File: src/design/aeo_defines.vh
// Constants shared by the angle encoder output logic
`ifndef AEO_DEFINES_VH
`define AEO_DEFINES_VH

// Clock and timing figures
`define AEO_CLK_MHZ              125
`define AEO_LATCH_SETUP_NS       500
`define AEO_READ_GAP_US          20
`define AEO_FRAME_TIMEOUT_US     20
`define AEO_LOW_HOLD_LIMIT_US    10
`define AEO_LATCH_SETUP_CYC      ((`AEO_LATCH_SETUP_NS * `AEO_CLK_MHZ) / 1000)
`define AEO_FRAME_TIMEOUT_CYC    (`AEO_FRAME_TIMEOUT_US * `AEO_CLK_MHZ)
`define AEO_LOW_HOLD_LIMIT_CYC   (`AEO_LOW_HOLD_LIMIT_US * `AEO_CLK_MHZ)

// Angle and output widths
`define AEO_ANGLE_W              16
`define AEO_PWM_W                10
`define AEO_PWM_LAST_UNIT        11'h400
`define AEO_PWM_UNIT_CYC         16'h007d

// Wishbone register offsets (byte addresses)
`define AEO_REG_CTRL             4'h0
`define AEO_REG_ANGLE            4'h4
`define AEO_REG_STATUS           4'h8
`define AEO_REG_CONF             4'hc

// Control register fields
`define AEO_CTRL_QUAD_EN         0
`define AEO_CTRL_COMM_EN         1
`define AEO_CTRL_PWM_EN          2

// Configuration register fields
`define AEO_CONF_CPR_LSB         0
`define AEO_CONF_CPR_MSB         3
`define AEO_CONF_IDXW_LSB        4
`define AEO_CONF_IDXW_MSB        5
`define AEO_CONF_POLE_LSB        6
`define AEO_CONF_POLE_MSB        7

// Reset values
`define AEO_CTRL_RST             3'h7
`define AEO_CONF_RST             8'h17

// Serial read states
`define AEO_SS_IDLE              2'h0
`define AEO_SS_SHIFT             2'h1
`define AEO_SS_DONE              2'h2

`endif

File: src/design/aeo_sync2.v
// Two-flip-flop synchroniser for one asynchronous level
`timescale 1ns/1ps
`default_nettype none
module aeo_sync2 #(
  parameter RESET_VAL = 1'b0
) (
  input  wire sys_clk,
  input  wire reset,
  input  wire async_in,
  output reg  sync_out
);
  reg meta_r;

  always @(posedge sys_clk) begin
    if (reset) begin
      meta_r   <= RESET_VAL;
      sync_out <= RESET_VAL;
    end else begin
      meta_r   <= async_in;
      sync_out <= meta_r;
    end
  end
endmodule // aeo_sync2
`default_nettype wire

File: src/design/aeo_pwm.v
// Pulse-width output of the 10-bit absolute position
`timescale 1ns/1ps
`include "aeo_defines.vh"
`default_nettype none
module aeo_pwm #(
  parameter UNIT_CYC = `AEO_PWM_UNIT_CYC
) (
  input  wire                   sys_clk,
  input  wire                   reset,
  input  wire                   enable,
  input  wire [`AEO_PWM_W-1:0]  position,
  output reg                    pwm_out
);
  reg [15:0]            unit_cnt_r;
  reg [10:0]            slot_r;
  reg [`AEO_PWM_W-1:0]  pos_r;
  wire                  unit_end;

  assign unit_end = (unit_cnt_r == UNIT_CYC - 16'h0001);

  // Period is 1025 units; high for position plus one units
  always @(posedge sys_clk) begin
    if (reset) begin
      unit_cnt_r <= 16'h0000;
      slot_r     <= 11'h000;
      pos_r      <= {`AEO_PWM_W{1'b0}};
      pwm_out    <= 1'b0;
    end else begin
      unit_cnt_r <= unit_end ? 16'h0000 : unit_cnt_r + 16'h0001;
      if (unit_end) begin
        if (slot_r == `AEO_PWM_LAST_UNIT) begin
          slot_r <= 11'h000;
          pos_r  <= position;
        end else begin
          slot_r <= slot_r + 11'h001;
        end
      end
      pwm_out <= enable && (slot_r <= {1'b0, pos_r});
    end
  end
endmodule // aeo_pwm
`default_nettype wire

File: src/design/aeo_top.v
// Angle encoder output logic: serial read, quadrature, commutation, pulse width
//
// The register addresses and register access over Wishbone were left to the implementer.
`timescale 1ns/1ps
`include "aeo_defines.vh"
`default_nettype none
module aeo_top #(
  parameter FRAME_TIMEOUT_CYC   = `AEO_FRAME_TIMEOUT_CYC,
  parameter LOW_HOLD_LIMIT_CYC  = `AEO_LOW_HOLD_LIMIT_CYC,
  parameter PWM_UNIT_CYC        = `AEO_PWM_UNIT_CYC
) (
  input  wire                     sys_clk,
  input  wire                     reset,
  // Wishbone slave
  input  wire                     wb_cyc_i,
  input  wire                     wb_stb_i,
  input  wire                     wb_we_i,
  input  wire [3:0]               wb_adr_i,
  input  wire [3:0]               wb_sel_i,
  input  wire [31:0]              wb_dat_i,
  output reg  [31:0]              wb_dat_o,
  output reg                      wb_ack_o,
  // Angle from the measurement front end
  input  wire [`AEO_ANGLE_W-1:0]  angle_in,
  input  wire                     angle_valid,
  // Serial read link
  input  wire                     select_n,
  input  wire                     ser_clk,
  output reg                      ser_data_o,
  output reg                      ser_data_oe_n,
  // Quadrature and index
  output reg                      quad_a,
  output reg                      quad_b,
  output reg                      quad_index,
  // Commutation
  output reg  [2:0]               commutation_outputs,
  // Pulse width
  output wire                     pwm_out
);
  ////////////////////////////////////////////////////////////////////////////
  // Local constants
  // Serial read states
  localparam [1:0]  SS_IDLE       = `AEO_SS_IDLE;
  localparam [1:0]  SS_SHIFT      = `AEO_SS_SHIFT;
  localparam [1:0]  SS_DONE       = `AEO_SS_DONE;
  // Counts cut on purpose to the 16-bit counters that load or compare them
  localparam [31:0] TIMEOUT_CYC_W = FRAME_TIMEOUT_CYC;
  localparam [31:0] LOW_LAST_W    = LOW_HOLD_LIMIT_CYC - 1;
  localparam [15:0] TIMEOUT_LOAD  = TIMEOUT_CYC_W[15:0];
  localparam [15:0] LOW_HOLD_LAST = LOW_LAST_W[15:0];

  ////////////////////////////////////////////////////////////////////////////
  // Registers
  reg [2:0]               ctrl_r;
  reg [7:0]               conf_r;
  reg [`AEO_ANGLE_W-1:0]  angle_r;
  reg                     frame_end_seen_r;
  reg                     low_limit_seen_r;
  wire                    wb_req;
  wire                    quad_en;
  wire                    comm_en;
  wire                    pwm_en;
  wire [3:0]              cpr_sel;
  wire [1:0]              idxw_sel;
  wire [1:0]              pole_sel;
  wire                    frame_end_evt;
  wire                    low_limit_evt;

  assign wb_req   = wb_cyc_i && wb_stb_i && !wb_ack_o;
  assign quad_en  = ctrl_r[`AEO_CTRL_QUAD_EN];
  assign comm_en  = ctrl_r[`AEO_CTRL_COMM_EN];
  assign pwm_en   = ctrl_r[`AEO_CTRL_PWM_EN];
  assign cpr_sel  = conf_r[`AEO_CONF_CPR_MSB:`AEO_CONF_CPR_LSB];
  assign idxw_sel = conf_r[`AEO_CONF_IDXW_MSB:`AEO_CONF_IDXW_LSB];
  assign pole_sel = conf_r[`AEO_CONF_POLE_MSB:`AEO_CONF_POLE_LSB];

  // Newest angle kept on each cycle with angle_valid high; held otherwise
  always @(posedge sys_clk) begin
    if (reset) begin
      angle_r <= {`AEO_ANGLE_W{1'b0}};
    end else if (angle_valid) begin
      angle_r <= angle_in;
    end
  end

  // Single-cycle ack; status bits set wins over write-one clear
  always @(posedge sys_clk) begin
    if (reset) begin
      ctrl_r           <= `AEO_CTRL_RST;
      conf_r           <= `AEO_CONF_RST;
      wb_ack_o         <= 1'b0;
      wb_dat_o         <= 32'h00000000;
      frame_end_seen_r <= 1'b0;
      low_limit_seen_r <= 1'b0;
    end else begin
      // Unmapped offsets read zero; writes with byte lane 0 off are dropped
      wb_ack_o <= wb_req;
      if (wb_req && wb_we_i && wb_sel_i[0]) begin
        if (wb_adr_i == `AEO_REG_CTRL) begin
          ctrl_r <= wb_dat_i[2:0];
        end
        if (wb_adr_i == `AEO_REG_CONF) begin
          conf_r <= wb_dat_i[7:0];
        end
      end
      if (frame_end_evt) begin
        frame_end_seen_r <= 1'b1;
      end else if (wb_req && wb_we_i && wb_sel_i[0] && wb_adr_i == `AEO_REG_STATUS && wb_dat_i[0]) begin
        frame_end_seen_r <= 1'b0;
      end
      if (low_limit_evt) begin
        low_limit_seen_r <= 1'b1;
      end else if (wb_req && wb_we_i && wb_sel_i[0] && wb_adr_i == `AEO_REG_STATUS && wb_dat_i[1]) begin
        low_limit_seen_r <= 1'b0;
      end
      if (wb_req && !wb_we_i) begin
        case (wb_adr_i)
          `AEO_REG_CTRL:   wb_dat_o <= {29'h00000000, ctrl_r};
          `AEO_REG_ANGLE:  wb_dat_o <= {16'h0000, angle_r};
          `AEO_REG_STATUS: wb_dat_o <= {30'h00000000, low_limit_seen_r, frame_end_seen_r};
          `AEO_REG_CONF:   wb_dat_o <= {24'h000000, conf_r};
          default:         wb_dat_o <= 32'h00000000;
        endcase
      end
    end
  end

  ////////////////////////////////////////////////////////////////////////////
  // Serial read link
  wire sel_n_s;
  wire sclk_s;
  reg  sclk_d_r;
  reg  sel_n_d_r;
  reg  [1:0]               ss_state_r;
  reg  [`AEO_ANGLE_W-1:0]  shift_r;
  reg  [4:0]               bit_cnt_r;
  reg  [15:0]              timeout_r;
  reg  [15:0]              low_cnt_r;
  wire sclk_rise;
  wire sclk_fall;
  wire sel_fall;

  aeo_sync2 #(.RESET_VAL(1'b1)) u_sync_sel (
    .sys_clk  (sys_clk),
    .reset    (reset),
    .async_in (select_n),
    .sync_out (sel_n_s)
  );

  aeo_sync2 #(.RESET_VAL(1'b1)) u_sync_clk (
    .sys_clk  (sys_clk),
    .reset    (reset),
    .async_in (ser_clk),
    .sync_out (sclk_s)
  );

  assign sclk_rise = sclk_s && !sclk_d_r;
  assign sclk_fall = !sclk_s && sclk_d_r;
  assign sel_fall  = !sel_n_s && sel_n_d_r;
  // Link edges arrive three cycles late through the synchronisers, which
  // leaves most of a half period of a 1 MHz link clock before the master samples
  assign frame_end_evt = (ss_state_r == SS_SHIFT) && (timeout_r == 16'h0001);
  assign low_limit_evt = !ser_data_oe_n && !ser_data_o && (low_cnt_r == LOW_HOLD_LAST);

  always @(posedge sys_clk) begin
    if (reset) begin
      sclk_d_r      <= 1'b1;
      sel_n_d_r     <= 1'b1;
      ss_state_r    <= SS_IDLE;
      shift_r       <= {`AEO_ANGLE_W{1'b0}};
      bit_cnt_r     <= 5'h00;
      timeout_r     <= 16'h0000;
      low_cnt_r     <= 16'h0000;
      ser_data_o    <= 1'b1;
      ser_data_oe_n <= 1'b1;
    end else begin
      sclk_d_r  <= sclk_s;
      sel_n_d_r <= sel_n_s;
      // Low-hold watchdog releases the line
      if (!ser_data_oe_n && !ser_data_o) begin
        low_cnt_r <= low_cnt_r + 16'h0001;
      end else begin
        low_cnt_r <= 16'h0000;
      end
      case (ss_state_r)
        SS_IDLE: begin
          ser_data_oe_n <= 1'b1;
          ser_data_o    <= 1'b1;
          if (sel_fall) begin
            shift_r       <= angle_r;
            bit_cnt_r     <= 5'h00;
            timeout_r     <= TIMEOUT_LOAD;
            ser_data_oe_n <= 1'b0;
            ss_state_r    <= SS_SHIFT;
          end
        end
        SS_SHIFT: begin
          if (sel_n_s) begin
            ser_data_oe_n <= 1'b1;
            ser_data_o    <= 1'b1;
            ss_state_r    <= SS_IDLE;
          end else if (low_limit_evt) begin
            ser_data_oe_n <= 1'b1;
            ser_data_o    <= 1'b1;
            ss_state_r    <= SS_DONE;
          end else if (frame_end_evt) begin
            ss_state_r <= SS_DONE;
          end else begin
            if (timeout_r != 16'h0000) begin
              timeout_r <= timeout_r - 16'h0001;
            end
            // Only falling edges restart the quiet-time count
            if (sclk_fall) begin
              timeout_r <= TIMEOUT_LOAD;
            end
            if (sclk_rise) begin
              ser_data_o <= shift_r[`AEO_ANGLE_W-1];
              shift_r    <= {shift_r[`AEO_ANGLE_W-2:0], 1'b0};
              bit_cnt_r  <= bit_cnt_r + 5'h01;
            end
          end
        end
        SS_DONE: begin
          // Line stays released until the master deselects; a cut frame is not resumed
          ser_data_oe_n <= 1'b1;
          ser_data_o    <= 1'b1;
          if (sel_n_s) begin
            ss_state_r <= SS_IDLE;
          end
        end
        default: ss_state_r <= SS_IDLE;
      endcase
    end
  end

  ////////////////////////////////////////////////////////////////////////////
  // Quadrature and index
  // Counts per turn is 8 << cpr_sel, cpr_sel above 7 acting as 7; two extra fraction bits give four states per count
  reg  [11:0] quad_phase;
  reg  [11:0] idx_lim;
  reg  [11:0] pos_cnt_r;
  reg  [11:0] prev_phase_r;
  wire [11:0] quad_mask;
  wire [3:0]  cpr_clamped;

  assign cpr_clamped = (cpr_sel > 4'h7) ? 4'h7 : cpr_sel;
  assign quad_mask   = (12'h020 << cpr_clamped) - 12'h001;

  always @* begin
    quad_phase = angle_r[15:4] >> (4'h7 - cpr_clamped);
    case (idxw_sel)
      2'h0:    idx_lim = 12'h001;
      2'h1:    idx_lim = 12'h002;
      2'h2:    idx_lim = 12'h003;
      default: idx_lim = 12'h004;
    endcase
  end

  always @(posedge sys_clk) begin
    if (reset) begin
      quad_a       <= 1'b0;
      quad_b       <= 1'b0;
      quad_index   <= 1'b0;
      pos_cnt_r    <= 12'h000;
      prev_phase_r <= 12'h000;
    end else begin
      prev_phase_r <= quad_phase;
      if (quad_en) begin
        quad_a     <= quad_phase[1];
        quad_b     <= quad_phase[1] ^ quad_phase[0];
        quad_index <= ((quad_phase & quad_mask) < idx_lim);
        // A step into phase zero marks a completed turn
        if ((quad_phase & quad_mask) == 12'h000 && prev_phase_r != quad_phase) begin
          pos_cnt_r <= 12'h000;
        end else if (quad_phase != prev_phase_r) begin
          pos_cnt_r <= quad_phase;
        end
      end else begin
        quad_a     <= 1'b0;
        quad_b     <= 1'b0;
        quad_index <= 1'b0;
      end
    end
  end

  ////////////////////////////////////////////////////////////////////////////
  // Commutation: six Hall states per electrical turn
  reg  [15:0] elec_angle;
  reg  [2:0]  sector;
  wire [18:0] sector_prod;

  always @* begin
    elec_angle = angle_r << pole_sel;
  end
  assign sector_prod = elec_angle * 3'h6;

  always @* begin
    sector = sector_prod[18:16];
  end

  always @(posedge sys_clk) begin
    if (reset) begin
      commutation_outputs <= 3'h0;
    end else if (comm_en) begin
      case (sector)
        3'h0:    commutation_outputs <= 3'h5;
        3'h1:    commutation_outputs <= 3'h4;
        3'h2:    commutation_outputs <= 3'h6;
        3'h3:    commutation_outputs <= 3'h2;
        3'h4:    commutation_outputs <= 3'h3;
        default: commutation_outputs <= 3'h1;
      endcase
    end else begin
      commutation_outputs <= 3'h0;
    end
  end

  ////////////////////////////////////////////////////////////////////////////
  // Pulse width
  aeo_pwm #(.UNIT_CYC(PWM_UNIT_CYC)) u_pwm (
    .sys_clk  (sys_clk),
    .reset    (reset),
    .enable   (pwm_en),
    .position (angle_r[15:6]),
    .pwm_out  (pwm_out)
  );
endmodule // aeo_top
`default_nettype wire

File: config.mk
export PLATFORM = sky130hd
export DESIGN_NAME = aeo_top
export DESIGN_NICKNAME = d
export VERILOG_FILES = /design/src/design/aeo_sync2.v /design/src/design/aeo_pwm.v /design/src/design/aeo_top.v
export VERILOG_INCLUDE_DIRS = /design/src /design/src/design
export SDC_FILE = /design/constraint.sdc
export NUM_CORES = 1
export LEC_CHECK = 0
export BUFFER_PORTS_ARGS = -buffer_cell sky130_fd_sc_hd__buf_2
export CORE_MARGIN = 1
export CORE_UTILIZATION = 53
export CTS_CLUSTER_DIAMETER = 100
export CTS_CLUSTER_SIZE = 8
export DETAILED_ROUTE_END_ITERATION = 16
export PLACE_DENSITY = 0.77
export SLEW_MARGIN = 20
export SYNTH_ARGS = -nofsm -noshare
export SYNTH_HDL_FRONTEND = slang
export SYNTH_HIERARCHICAL = 1
export SYNTH_SLANG_ARGS = --single-unit
File: constraint.sdc
create_clock -name sys_clk -period 2.87 [get_ports sys_clk]
set_input_delay 0.1435 -clock sys_clk [delete_from_list [all_inputs] [get_ports sys_clk]]
set_output_delay 0.1435 -clock sys_clk [all_outputs]
set_load 0.1 [all_outputs]
; Word level (Yosys, flattened, before mapping)
; Cells that the tools add are included.
[word_totals]
register_bits = 164
input_bits = 64
[classes]
n_addsub = 6
mul = 1
magnitude_cmp = 3
n_eq_ne = 26
shifts = 3
muxes = 37
bitwise_logic = 5
n_reduce_logical = 45
[ops]
columns = op, count
row1 = $mux W16, 11
row2 = $pmux W16 S2, 2
row3 = $pmux W16 S4, 1
row4 = $add A16 B1 Y16 const B, 2
row5 = $mul A16 B2 Y18 const B, 1
row6 = $eq A16 B1 Y1 const B, 1
row7 = $eq A16 B11 Y1 const B, 1
row8 = $eq A16 B7 Y1 const B, 1
row9 = $reduce_bool A16 Y1, 1
row10 = $shl A16 B2 Y16, 1
row11 = $sub A16 B1 Y16 const B, 1
row12 = $logic_and A1 B1 Y1, 15
row13 = $pmux W3 S5, 1
row14 = $and A12 B12 Y12, 1
row15 = $lt A12 B12 Y1, 1
row16 = $ne A4 B3 Y1 const B, 3
row17 = $reduce_and A6 Y1, 2
row18 = $shl A6 B4 Y12 const A, 1
row19 = $shr A12 B4 Y12, 1
row20 = $sub A12 B1 Y12 const B, 1
row21 = $add A11 B1 Y11 const B, 1
row22 = $eq A11 B11 Y1 const B, 1
row23 = $le A11 B10 Y1, 1
row24 = $mux W1, 11
row25 = other kinds (30), 63

; Depth between registers and ports, before layout
; Gate-level depths: netlist (run 1).
[depth]
ltp_word = 8
depth_mapped = 12
depth_no_buf = 11

; By module
; Netlist (run 1), hierarchy kept.
[by_module_without_submodules]
columns = mod, instances, cells_per_inst, area_per_inst_um2, seq_area_each_um2
row1 = aeo_top, 1, 695, 6124.6, 2122.0
row2 = aeo_pwm, 1, 231, 1919.3, 760.7
row3 = aeo_sync2, 2, 4, 52.6, 40.0

; Worst setup path before layout (run 1)
; Ideal clock, no wire load.
[synth_path]
kind = flip-flop to flip-flop
start = register conf_r[6]
end = register commutation_outputs[2]
setup_time_ns = 0.118
arrival_ns = 2.992
slack_ns = -0.239
path_stages_with_launch = 12
path_buffers = 2
synth_period_minus_slack_ns = 3.109
cell_sequence = dfxtp_1 -> buf_1 -> clkbuf_1 -> mux2i_1 -> nor2_1 -> ha_1 -> and4b_1 -> a22o_1 -> o2111a_1 -> o41ai_1 -> o31ai_1 -> o2111a_1
[synth_via]
elab_chain_cells = 4
word_cells_on_any_way = 8
[synth_rtl]
columns = element, line_no
row1 = from (decl), aeo_top.v:55  ; reg [7:0] conf_r;
row2 = from (signal assigned), aeo_top.v:90  ; conf_r <= `AEO_CONF_RST;
row3 = from (signal assigned), aeo_top.v:103  ; conf_r <= wb_dat_i[7:0];
row4 = $shl A16 B2 Y16 (*), aeo_top.v:293  ; elec_angle = angle_r << pole_sel;
row5 = $mul A16 B2 Y18 (*), aeo_top.v:295  ; assign sector_prod = elec_angle * 3'h6;
row6 = "$eq A3 B3 Y1, or another cell as far along", aeo_top.v:305  ; case (sector)
row7 = $pmux W3 S5 (*), aeo_top.v:305
row8 = to (signal assigned), aeo_top.v:306  ; 3'h0: commutation_outputs <= 3'h5;
row9 = to (signal assigned), aeo_top.v:307  ; 3'h1: commutation_outputs <= 3'h4;
row10 = to (signal assigned), aeo_top.v:308  ; 3'h2: commutation_outputs <= 3'h6;
row11 = to (decl), aeo_top.v:36  ; output reg [2:0] commutation_outputs,
; Mark *: on every way between the ends. The rest lies on a longest branch, timed or not.
; A chain may end at the register's enable or synchronous reset.

; Final worst setup path (run 1)
[layout_path]
start = register conf_r[6]
end = register commutation_outputs[1]
; The elaborated chain is that of the path after synthesis.

==> results of run 1 <==
[worst max-delay path, delay by kind of cell (launching register included)]
family | cells | cell delay (ns)
adders and majority gates | 1 | 0.34
muxes | 1 | 0.52
DFF | 1 | 0.35
buffers and inverters | 1 | 0.15
AOI/OAI and AO/OA | 6 | 1.35
[per-stage QoR]
stage / utilization / power (W) / cells
2_1_floorplan: - / 0.00285 / 949
3_3_place_gp: 0.590 / 0.00300 / 1162
3_5_place_dp: 0.590 / 0.00301 / 1162
4_1_cts: 0.643 / 0.00508 / 1216
5_1_grt: 0.650 / 0.00527 / 1217
6_report: 0.650 / 0.00506 / 1217
[layout by cell type, fill, tap and decap left out, types with 15 or more instances in the layout]
master / count
a211oi_1: 20
a21oi_1: 51
a22oi_1: 15
buf_2: 62
buf_4: 35
clkbuf_16: 17
conb_1: 16
dfxtp_1: 146
dlygate4sd3_1: 24
ha_1: 43
inv_1: 36
mux2i_1: 70
nand2_1: 55
nand3_1: 27
nor2_1: 129
nor3_1: 20
o21ai_0: 46
xnor2_1: 19
[flip-flops by register name, summed over array words and instances (netlist names), 2 cells and up]
name	flops
timeout_r	16
u_pwm/slot_r	11
shift_r	16
u_pwm/pos_r	10
angle_r	16
commutation_outputs	3
wb_dat_o	16
u_pwm/unit_cnt_r	16
conf_r	8
ss_state_r	2
low_cnt_r	16
ctrl_r	3
[kinds of logic (layout without fill, tap and decap cells)]
kind of cell,Yosys count,after routing,synth area share
and+or+nand+nor,337,337,0.208
AOI/OAI and AO/OA,187,187,0.152
DFF,148,148,0.364
buffers and inverters,105,189,0.0599
muxes,83,83,0.118
adders and majority gates,44,44,0.0676
xor gates and xnor gates,29,29,0.0312
other,1,16,0.000460
[metal layers]
metal | track usage | part of all wire | vias to the layer above
met2 | 0.422 | 0.49 | 192
met4 | 0.0921 | 0.022 | 0
met1 | 0.315 | 0.44 | 3332
met5 | 0 | 0 | -
li1 | - | - | 3499
met3 | 0.0607 | 0.047 | 37
[final cells by class]
| cell class | instances | area [um^2] |
|---|---|---|
| fill | 1203 | 5170 |
| inverter | 36 | 135 |
| timing repair buffer | 123 | 853 |
| tap | 184 | 230 |
| clock inverter | 8 | 81.3 |
| multi-input combinational | 696 | 4870 |
| sequential | 148 | 2970 |
| clock buffer | 22 | 444 |
[what timing repair did]
| item | 4_1_cts | 5_1_grt |
|---|---|---|
| gates resized for setup | 5 | 17 |
| hold buffers | 23 | 1 |
| pin swaps | 3 | 3 |
| endpoints found under the setup margin | 3 | 3 |
| setup buffers | 1 | 0 |
| hold endpoints to repair | 25 | 1 |
[how the worst min path moves through the flow]
stage,slack [ns],from,cells after the start,endpoint
after floorplan,0.24,ser_clk,1,u_sync_clk/meta_r
after CTS,0.004,angle_in[6],3,angle_r[6]
after global placement,0.34,select_n,2,u_sync_sel/meta_r
after detailed placement,0.34,ser_clk,2,u_sync_clk/meta_r
final,0.03,wb_dat_i[7],3,conf_r[7]
after global routing,0.04,wb_dat_i[7],3,conf_r[7]
[report_power, final]
| part | switching [W] | internal, W |
|---|---|---|
| registers | 0.0000625 | 0.00213 |
| clock network | 0.000852 | 0.00118 |
| logic | 0.000534 | 0.000301 |
| total | 0.00145 | 0.00361 |
==> impl_metrics.json, run 1 <==
{
  "drive_gt1_frac": 0.167,
  "detailedRoute.firstPassIterationCount": 5,
  "detailedPlacementHpwl_um": 13100,
  "rows": 44,
  "clock_sinks": 148,
  "minimum_setup_slack_among_reg_to_reg_paths_ns": 0.08,
  "detail_route.wl_per_cell_um": 16.2,
  "starting_density": 0.552,
  "post_synth_inst_count": 934,
  "track_usage": 0.252,
  "transition_time_at_the_pin_with_the_least_slew_margin_ns": 0.880,
  "report.final.slew_viol_count": 0,
  "syn_to_final_growth_pct": 17.6,
  "grt_max_degree": 42,
  "crit_path_start": "conf_r[6]",
  "final_cell_area_um2": 9580,
  "post_dp_cell_area_um2": 8700,
  "post-synth-top-area-cell": "dfxtp_1",
  "antenna_cells_inserted": 0,
  "p_leak_nw": 3.81,
  "vdd.ir_drop.worst_mv": 0.462,
  "die_width_um": 126,
  "peak_freq_ghz": 0.358,
  "drt_drc_violations_left": 0,
  "portion_of_synthesized_cell_area_occupied_by_the_leading_cell_type": 0.364,
  "synth.most_common_cell": "dfxtp_1",
  "cp_slowest_stage_delay_ns": 0.52,
  "cts_tree": "done",
  "cp_cell_sequence": "buf_12 > mux4_2 > ha_1 > a211oi_2 > o21ai_0 > o2111a_2 > o41ai_4 > o31ai_4 > a311oi_2",
  "synth_cell_type_count": 72,
  "final.hold.worst_slack_ns": 0.0315,
  "max_cap_viol_count": 0,
  "ys.flop_type": "dfxtp_1",
  "run_status": "finished, final reports clean",
  "tritoncts_buffer_count": 17,
  "r2r.worst_path.cells": 9,
  "antenna_found_initial": 0,
  "r2r_end": "commutation_outputs[1]",
  "rsz0062_at_grt": "true",
  "std_cell_core_area_um2": 14800,
  "worstPathMaxFanout": 15,
  "timing.final.setup_violations": 0,
  "drt_wl_total_um": 19700,
  "grt_first_pass_wirelength_um": 32100,
  "routed-via-count": 7060,
  "cts.root.buffer_cell": "clkbuf_16",
  "finalWorstSetupSlack_ns": 0.0772,
  "grt_pass1_vias": 6565,
  "fin_crit_ns": 2.79,
  "timing.final.crit_share": 0.973,
  "clock_insertion_delay_worst_skew_ns": 0.43,
  "area_of_the_mapped_netlist_um2": 8150,
  "overflow": 0,
  "clock_path_buffers": 2,
  "power_density_nw_per_um2": 528,
  "netlist_top_cells_area": "dfxtp_1 36%, mux2i_1 8.7%, ha_1 6.8%",
  "tns_ns": 0,
  "timing.critical_path.from_type": "register",
  "post-place-ws_ns": -0.201,
  "routabilityCongestion": 0.873,
  "num_io_pins": 106,
  "finalClockSkew_ns": 0.0143,
  "drt_iter0_markers": 600,
  "antenna_left": 0,
  "ys_warn_count": 6,
  "clkTransAtPathRegs_ns": 0.06,
  "placement.io_buffers": 62,
  "netlist_top_cells_count": "148 x dfxtp_1, 129 x nor2_1, 71 x mux2i_1",
  "timing.max_slew.rel_slack": 0.406,
  "die_area_um2": 15900,
  "timing.final.hold_violations": 0,
  "cp-end-kind": "register",
  "critical_path.slowest_cell": "mux4_2",
  "chipHeight_um": 126,
  "hp-class": "input port to register",
  "critical_path_class": "register to register",
  "timing.critical_path.arrival_ns": 3.13,
  "final_net_count": 1130,
  "postSynthRegisterBits": 148,
  "required_ns": 3.21,
  "htreeDepth": 4,
  "synthArstFlopShare": 0,
  "post_synth.cell_area_avg_um2": 8.72,
  "crit_path_end": "commutation_outputs[1]",
  "reg2reg_from": "conf_r[6]",
  "synth_enable_flop_cells": 0,
  "detail_route.vias_per_cell": 5.80,
  "synth-seq-area-share": 0.364
}
Note: power is estimated with default switching activity, not from simulation.
==> run 2: changes to the inputs <==
--- a/config.mk
+++ b/config.mk
@@ -7,6 +7,7 @@
 export NUM_CORES = 1
 export LEC_CHECK = 0
 export BUFFER_PORTS_ARGS = -buffer_cell sky130_fd_sc_hd__buf_2
+export CORE_ASPECT_RATIO = 1.2
 export CORE_MARGIN = 1
 export CORE_UTILIZATION = 53
 export CTS_CLUSTER_DIAMETER = 100
==> impl_metrics.json, run 2 (same netlist as run 1, synthesis figures left out) <==
{
  "max_cap_viol_count": 0,
  "minimum_setup_slack_among_reg_to_reg_paths_ns": 0.04,
  "tns_ns": 0,
  "std_cell_core_area_um2": 15000,
  "power.combinational.fraction": 0.157,
  "htreeDepth": 4,
  "timing.max_slew.rel_slack": 0.476,
  "timing.critical_path.arrival_ns": 3.15,
  "r2r_end": "commutation_outputs[2]",
  "dp_cells": 1181,
  "rows": 49,
  "antenna_found_initial": 0,
  "grt_first_pass_wirelength_um": 31400,
  "crit_path_start": "conf_r[6]",
  "cts_tree": "done",
  "starting_density": 0.543,
  "grt_use_met3": 0.0449,
  "cp-end-kind": "register",
  "transition_time_at_the_pin_with_the_least_slew_margin_ns": 0.775,
  "switchingPower_w": 0.00147,
  "detailedRoute.firstPassIterationCount": 5,
  "detail_route.vias_per_cell": 5.74,
  "fin_crit_ns": 2.83,
  "grt_max_degree": 94,
  "total_power_w": 0.00526,
  "die_width_um": 115,
  "antenna_cells_inserted": 0,
  "final_net_count": 1130,
  "p_leak_nw": 3.83,
  "finish.cell_count_without_fillers": 1238,
  "peak_freq_ghz": 0.353,
  "drive_gt1_frac": 0.163,
  "timing.final.setup_violations": 0,
  "overflow": 0,
  "syn_to_final_growth_pct": 18.1,
  "routed-via-count": 7104,
  "run_status": "finished, final reports clean",
  "timing.critical_path.from_type": "register",
  "hold_path.startpoint": "wb_dat_i[7]",
  "timing.final.crit_share": 0.987,
  "track_usage": 0.252,
  "drt_iter0_markers": 353,
  "grt_pass1_vias": 6691,
  "report.final.slew_viol_count": 0,
  "clock_path_buffers": 2,
  "final.hold.worst_slack_ns": 0.0133,
  "internal_power_w": 0.00379,
  "placement.io_buffers": 62,
  "seq_power_share": 0.416,
  "tritoncts_buffer_count": 17,
  "timing.final.hold_violations": 0,
  "cts.root.buffer_cell": "clkbuf_16",
  "crit_path_end": "commutation_outputs[2]",
  "drt_wl_total_um": 19300,
  "routabilityCongestion": 0.860,
  "clkTransAtPathRegs_ns": 0.06,
  "power_density_nw_per_um2": 546,
  "required_ns": 3.18,
  "clock_insertion_delay_worst_skew_ns": 0.42,
  "num_io_pins": 106,
  "post_dp_cell_area_um2": 8730,
  "finalClockSkew_ns": 0.00837,
  "die_area_um2": 15900,
  "grtUsageMet2": 0.453,
  "grt_most_used_layer": "met2",
  "grt_use_met1": 0.283,
  "critical_path_class": "register to register",
  "detailedPlacementHpwl_um": 13100,
  "antenna_left": 0,
  "r2r.worst_path.cells": 9,
  "clock_sinks": 148,
  "vdd.ir_drop.worst_mv": 0.455,
  "reg2reg_from": "conf_r[6]",
  "switching_share": 0.280,
  "clockPowerShare": 0.427,
  "chipHeight_um": 138,
  "detail_route.wl_per_cell_um": 15.6,
  "worstPathMaxFanout": 11,
  "drt_drc_violations_left": 0,
  "final_cell_area_um2": 9630,
  "hp-class": "input port to register",
  "layout.cells.most_common_list": "146 x dfxtp_1, 129 x nor2_1, 70 x mux2i_1",
  "layout.cells.most_common": "dfxtp_1"
}
## run 2: changes by cell type in the layout (fill, tap and decap cells not counted), sizes merged
cell and change:
bufinv +2, clkbuf -3, clkinvlp +1, clkinv +1
## run 2: through the flow
step	setup slack, ns	util
3_5_place_dp	-0.0419	0.581
2_1_floorplan	0.0325	-
3_3_place_gp	0.0518	0.581
6_report	0.0376	0.641
4_1_cts	0.00897	0.637
5_1_grt	-0.0289	0.641
## run 2: what timing repair did
item | 4_1_cts | 5_1_grt
pin swaps | 0 | 3
resized for setup | 3 | 10
endpoints found under the setup margin | 2 | 3
setup buffers | 0 | 2
hold buffers | 24 | 0
endpoints found under the hold margin | 27 | 0
cloned | 0 | 0
## run 2: area by class of cell
cell class              instances  area (um^2)
repair buffers                123          866
fillers                      1211         5390
inverters                      36          135
well taps                     204          255
clock inverters                12          158
multi-input cells             696         4820
flip-flops and latches        148         2970
clock buffers                  19          433
## run 2: critical path: stages, from the launching register on
cell      delay [ns]
dfxtp_1         0.36
buf_12          0.15
mux4_2          0.53
ha_1            0.31
a211oi_1        0.22
o21ai_0         0.13
o2111a_2        0.30
o41ai_2         0.32
o31ai_2         0.16
o2111a_1        0.25
## run 2: how the worst min path moves through the flow
stage / endpoint / slack [ns] / depth (start not counted)
floorplan: u_sync_clk/meta_r / 0.24 / 1
detailed placement: u_sync_clk/meta_r / 0.32 / 2
finish: conf_r[7] / 0.01 / 3
global placement: u_sync_clk/meta_r / 0.33 / 2
global route: wb_ack_o / 0.02 / 3
CTS: conf_r[7] / 0.00005 / 3
## run 2: routing by layer
layer  routed length (um)  part of all wire
met1                 8030              0.42
met2                 9860              0.51
met3                  731             0.038
met4                  690             0.036
met5                    0                 0
## run 2: power by group through the flow
stage	clock network (W)	registers, W	logic [W]
after global routing	0.00237	0.00220	0.000899
after global placement	0	0.00223	0.000768
after detailed placement	0	0.00223	0.000783
after floorplan	0	0.00228	0.000563
final	0.00224	0.00219	0.000825
after CTS	0.00227	0.00219	0.000814
==> run 3: changes to the inputs <==
--- a/config.mk
+++ b/config.mk
@@ -14,6 +14,7 @@
 export CTS_CLUSTER_SIZE = 8
 export DETAILED_ROUTE_END_ITERATION = 16
 export PLACE_DENSITY = 0.77
+export REMOVE_ABC_BUFFERS = 1
 export SLEW_MARGIN = 20
 export SYNTH_ARGS = -nofsm -noshare
 export SYNTH_HDL_FRONTEND = slang
==> impl_metrics.json, run 3 (same netlist as run 1, synthesis figures left out) <==
{
  "clockPowerShare": 0.438,
  "syn_to_final_growth_pct": 19.4,
  "timing.critical_path.from_type": "register",
  "detailedRoute.firstPassIterationCount": 5,
  "finalClockSkew_ns": 0.00745,
  "rows": 49,
  "chipHeight_um": 138,
  "num_io_pins": 106,
  "power.combinational.fraction": 0.155,
  "report.final.slew_viol_count": 0,
  "routed-via-count": 7152,
  "timing.final.crit_share": 0.994,
  "track_usage": 0.247,
  "antenna_cells_inserted": 0,
  "timing.max_slew.rel_slack": 0.432,
  "required_ns": 3.20,
  "tns_ns": 0,
  "std_cell_core_area_um2": 15000,
  "drive_gt1_frac": 0.171,
  "die_area_um2": 15900,
  "placement.io_buffers": 62,
  "die_width_um": 115,
  "hold_path.startpoint": "wb_cyc_i",
  "clock_path_buffers": 2,
  "antenna_found_initial": 0,
  "minimum_setup_slack_among_reg_to_reg_paths_ns": 0.02,
  "clock_insertion_delay_worst_skew_ns": 0.43,
  "starting_density": 0.543,
  "finalWorstSetupSlack_ns": 0.0163,
  "detail_route.wl_per_cell_um": 16.0,
  "min_delay_path_depth": 3,
  "clock_sinks": 148,
  "worstPathMaxFanout": 12,
  "post_dp_cell_area_um2": 8690,
  "hold_path_end": "wb_ack_o",
  "grt_max_degree": 41,
  "cts_tree": "done",
  "vdd.ir_drop.worst_mv": 0.419,
  "final_cell_area_um2": 9730,
  "run_status": "finished, final reports clean",
  "critical_path_class": "register to register",
  "cp_slowest_stage_delay_ns": 0.55,
  "layout.cells.most_common": "dfxtp_1",
  "reg2reg_from": "conf_r[6]",
  "switchingPower_w": 0.00149,
  "timing.critical_path.arrival_ns": 3.18,
  "seq_power_share": 0.406,
  "final_net_count": 1129,
  "max_cap_viol_count": 0,
  "timing.final.setup_violations": 0,
  "internal_power_w": 0.00389,
  "routabilityCongestion": 0.948,
  "post-place-ws_ns": -0.147,
  "detailedPlacementHpwl_um": 12900,
  "drt_iter0_markers": 601,
  "r2r_end": "commutation_outputs[1]",
  "fin_crit_ns": 2.85,
  "overflow": 0,
  "r2r.worst_path.cells": 11,
  "tritoncts_buffer_count": 17,
  "timing.final.hold_violations": 0,
  "cp_cell_sequence": "buf_12 > mux4_2 > ha_4 > a21oi_1 > nand2_1 > buf_4 > o21ai_0 > a32oi_2 > a21oi_2 > nor2_1 > a311oi_1",
  "htreeDepth": 4,
  "power_density_nw_per_um2": 553,
  "cp-end-kind": "register",
  "detail_route.vias_per_cell": 5.78,
  "finish.utilization": 0.648,
  "layout.cells.most_common_list": "146 x dfxtp_1, 129 x nor2_1, 70 x mux2i_1",
  "drt_wl_total_um": 19800,
  "grt_first_pass_wirelength_um": 30700,
  "transition_time_at_the_pin_with_the_least_slew_margin_ns": 0.840,
  "antenna_left": 0,
  "switching_share": 0.277,
  "hp-class": "input port to register",
  "grt_pass1_vias": 6566,
  "clkTransAtPathRegs_ns": 0.06,
  "critical_path.slowest_cell": "mux4_2",
  "p_leak_nw": 3.86,
  "drt_drc_violations_left": 0,
  "peak_freq_ghz": 0.350,
  "cts.root.buffer_cell": "clkbuf_16"
}
run 3: area by class of cell:
cell class / count / area (um^2)
Fill cell: 1156 / 5290
Multi-Input combinational cell: 696 / 4880
Sequential cell: 148 / 2970
Timing Repair Buffer: 122 / 868
Clock buffer: 21 / 480
Tap cell: 204 / 255
Clock inverter: 10 / 146
Inverter: 36 / 135
run 3: worst max path at each step:
stage	startpoint	to	slack, ns	depth (start not counted)
2_1_floorplan	ser_data_oe_n	shift_r[0]	-0.37	7
3_3_place_gp	conf_r[6]	commutation_outputs[1]	-0.06	10
3_5_place_dp	conf_r[6]	commutation_outputs[2]	-0.15	10
4_1_cts	conf_r[7]	commutation_outputs[2]	0.003	10
5_1_grt	conf_r[7]	commutation_outputs[0]	-0.11	10
6_report	conf_r[6]	commutation_outputs[1]	0.02	11
run 3: per-layer routing:
layer | routed length (um) | vias to the layer above | global-route usage
met3 | 805 | 60 | 0.0440
met1 | 8330 | 3376 | 0.280
li1 | - | 3491 | -
met5 | 0 | - | 0
met4 | 626 | 0 | 0.115
met2 | 10000 | 225 | 0.447
run 3: metrics by stage:
stage | hold slack, ns | cells | power, W
finish | 0.0296 | 1237 | 0.00538
global route | 0.0421 | 1237 | 0.00556
CTS | 0.00716 | 1233 | 0.00538
detailed placement | 0.324 | 1177 | 0.00300
global placement | 0.329 | 1177 | 0.00299
floorplan | 0.211 | 880 | 0.00279
run 3: repair_timing:
action | 4_1_cts | 5_1_grt
resized for setup | 10 | 17
endpoints found under the setup margin | 3 | 3
hold buffers | 25 | 0
gates cloned | 0 | 1
setup buffers | 0 | 3
pin swaps | 0 | 4
endpoints found under the hold margin | 27 | 0
run 3: power groups by stage:
stage	Combinational [W]	Clock (W)	Sequential, W
final	0.000836	0.00236	0.00219
after global routing	0.000903	0.00246	0.00219
after CTS	0.000817	0.00238	0.00219
after detailed placement	0.000774	0	0.00223
after global placement	0.000761	0	0.00223
after floorplan	0.000501	0	0.00229
run 3: critical path, delay by kind of cell, from the launching register on:
| kind | cells | cell delay (ns) |
|---|---|---|
| mux | 1 | 0.55 |
| simple gates | 2 | 0.17 |
| buf+inv | 2 | 0.32 |
| fa+ha+maj | 1 | 0.27 |
| compound gates | 5 | 1.10 |
| flops | 1 | 0.34 |
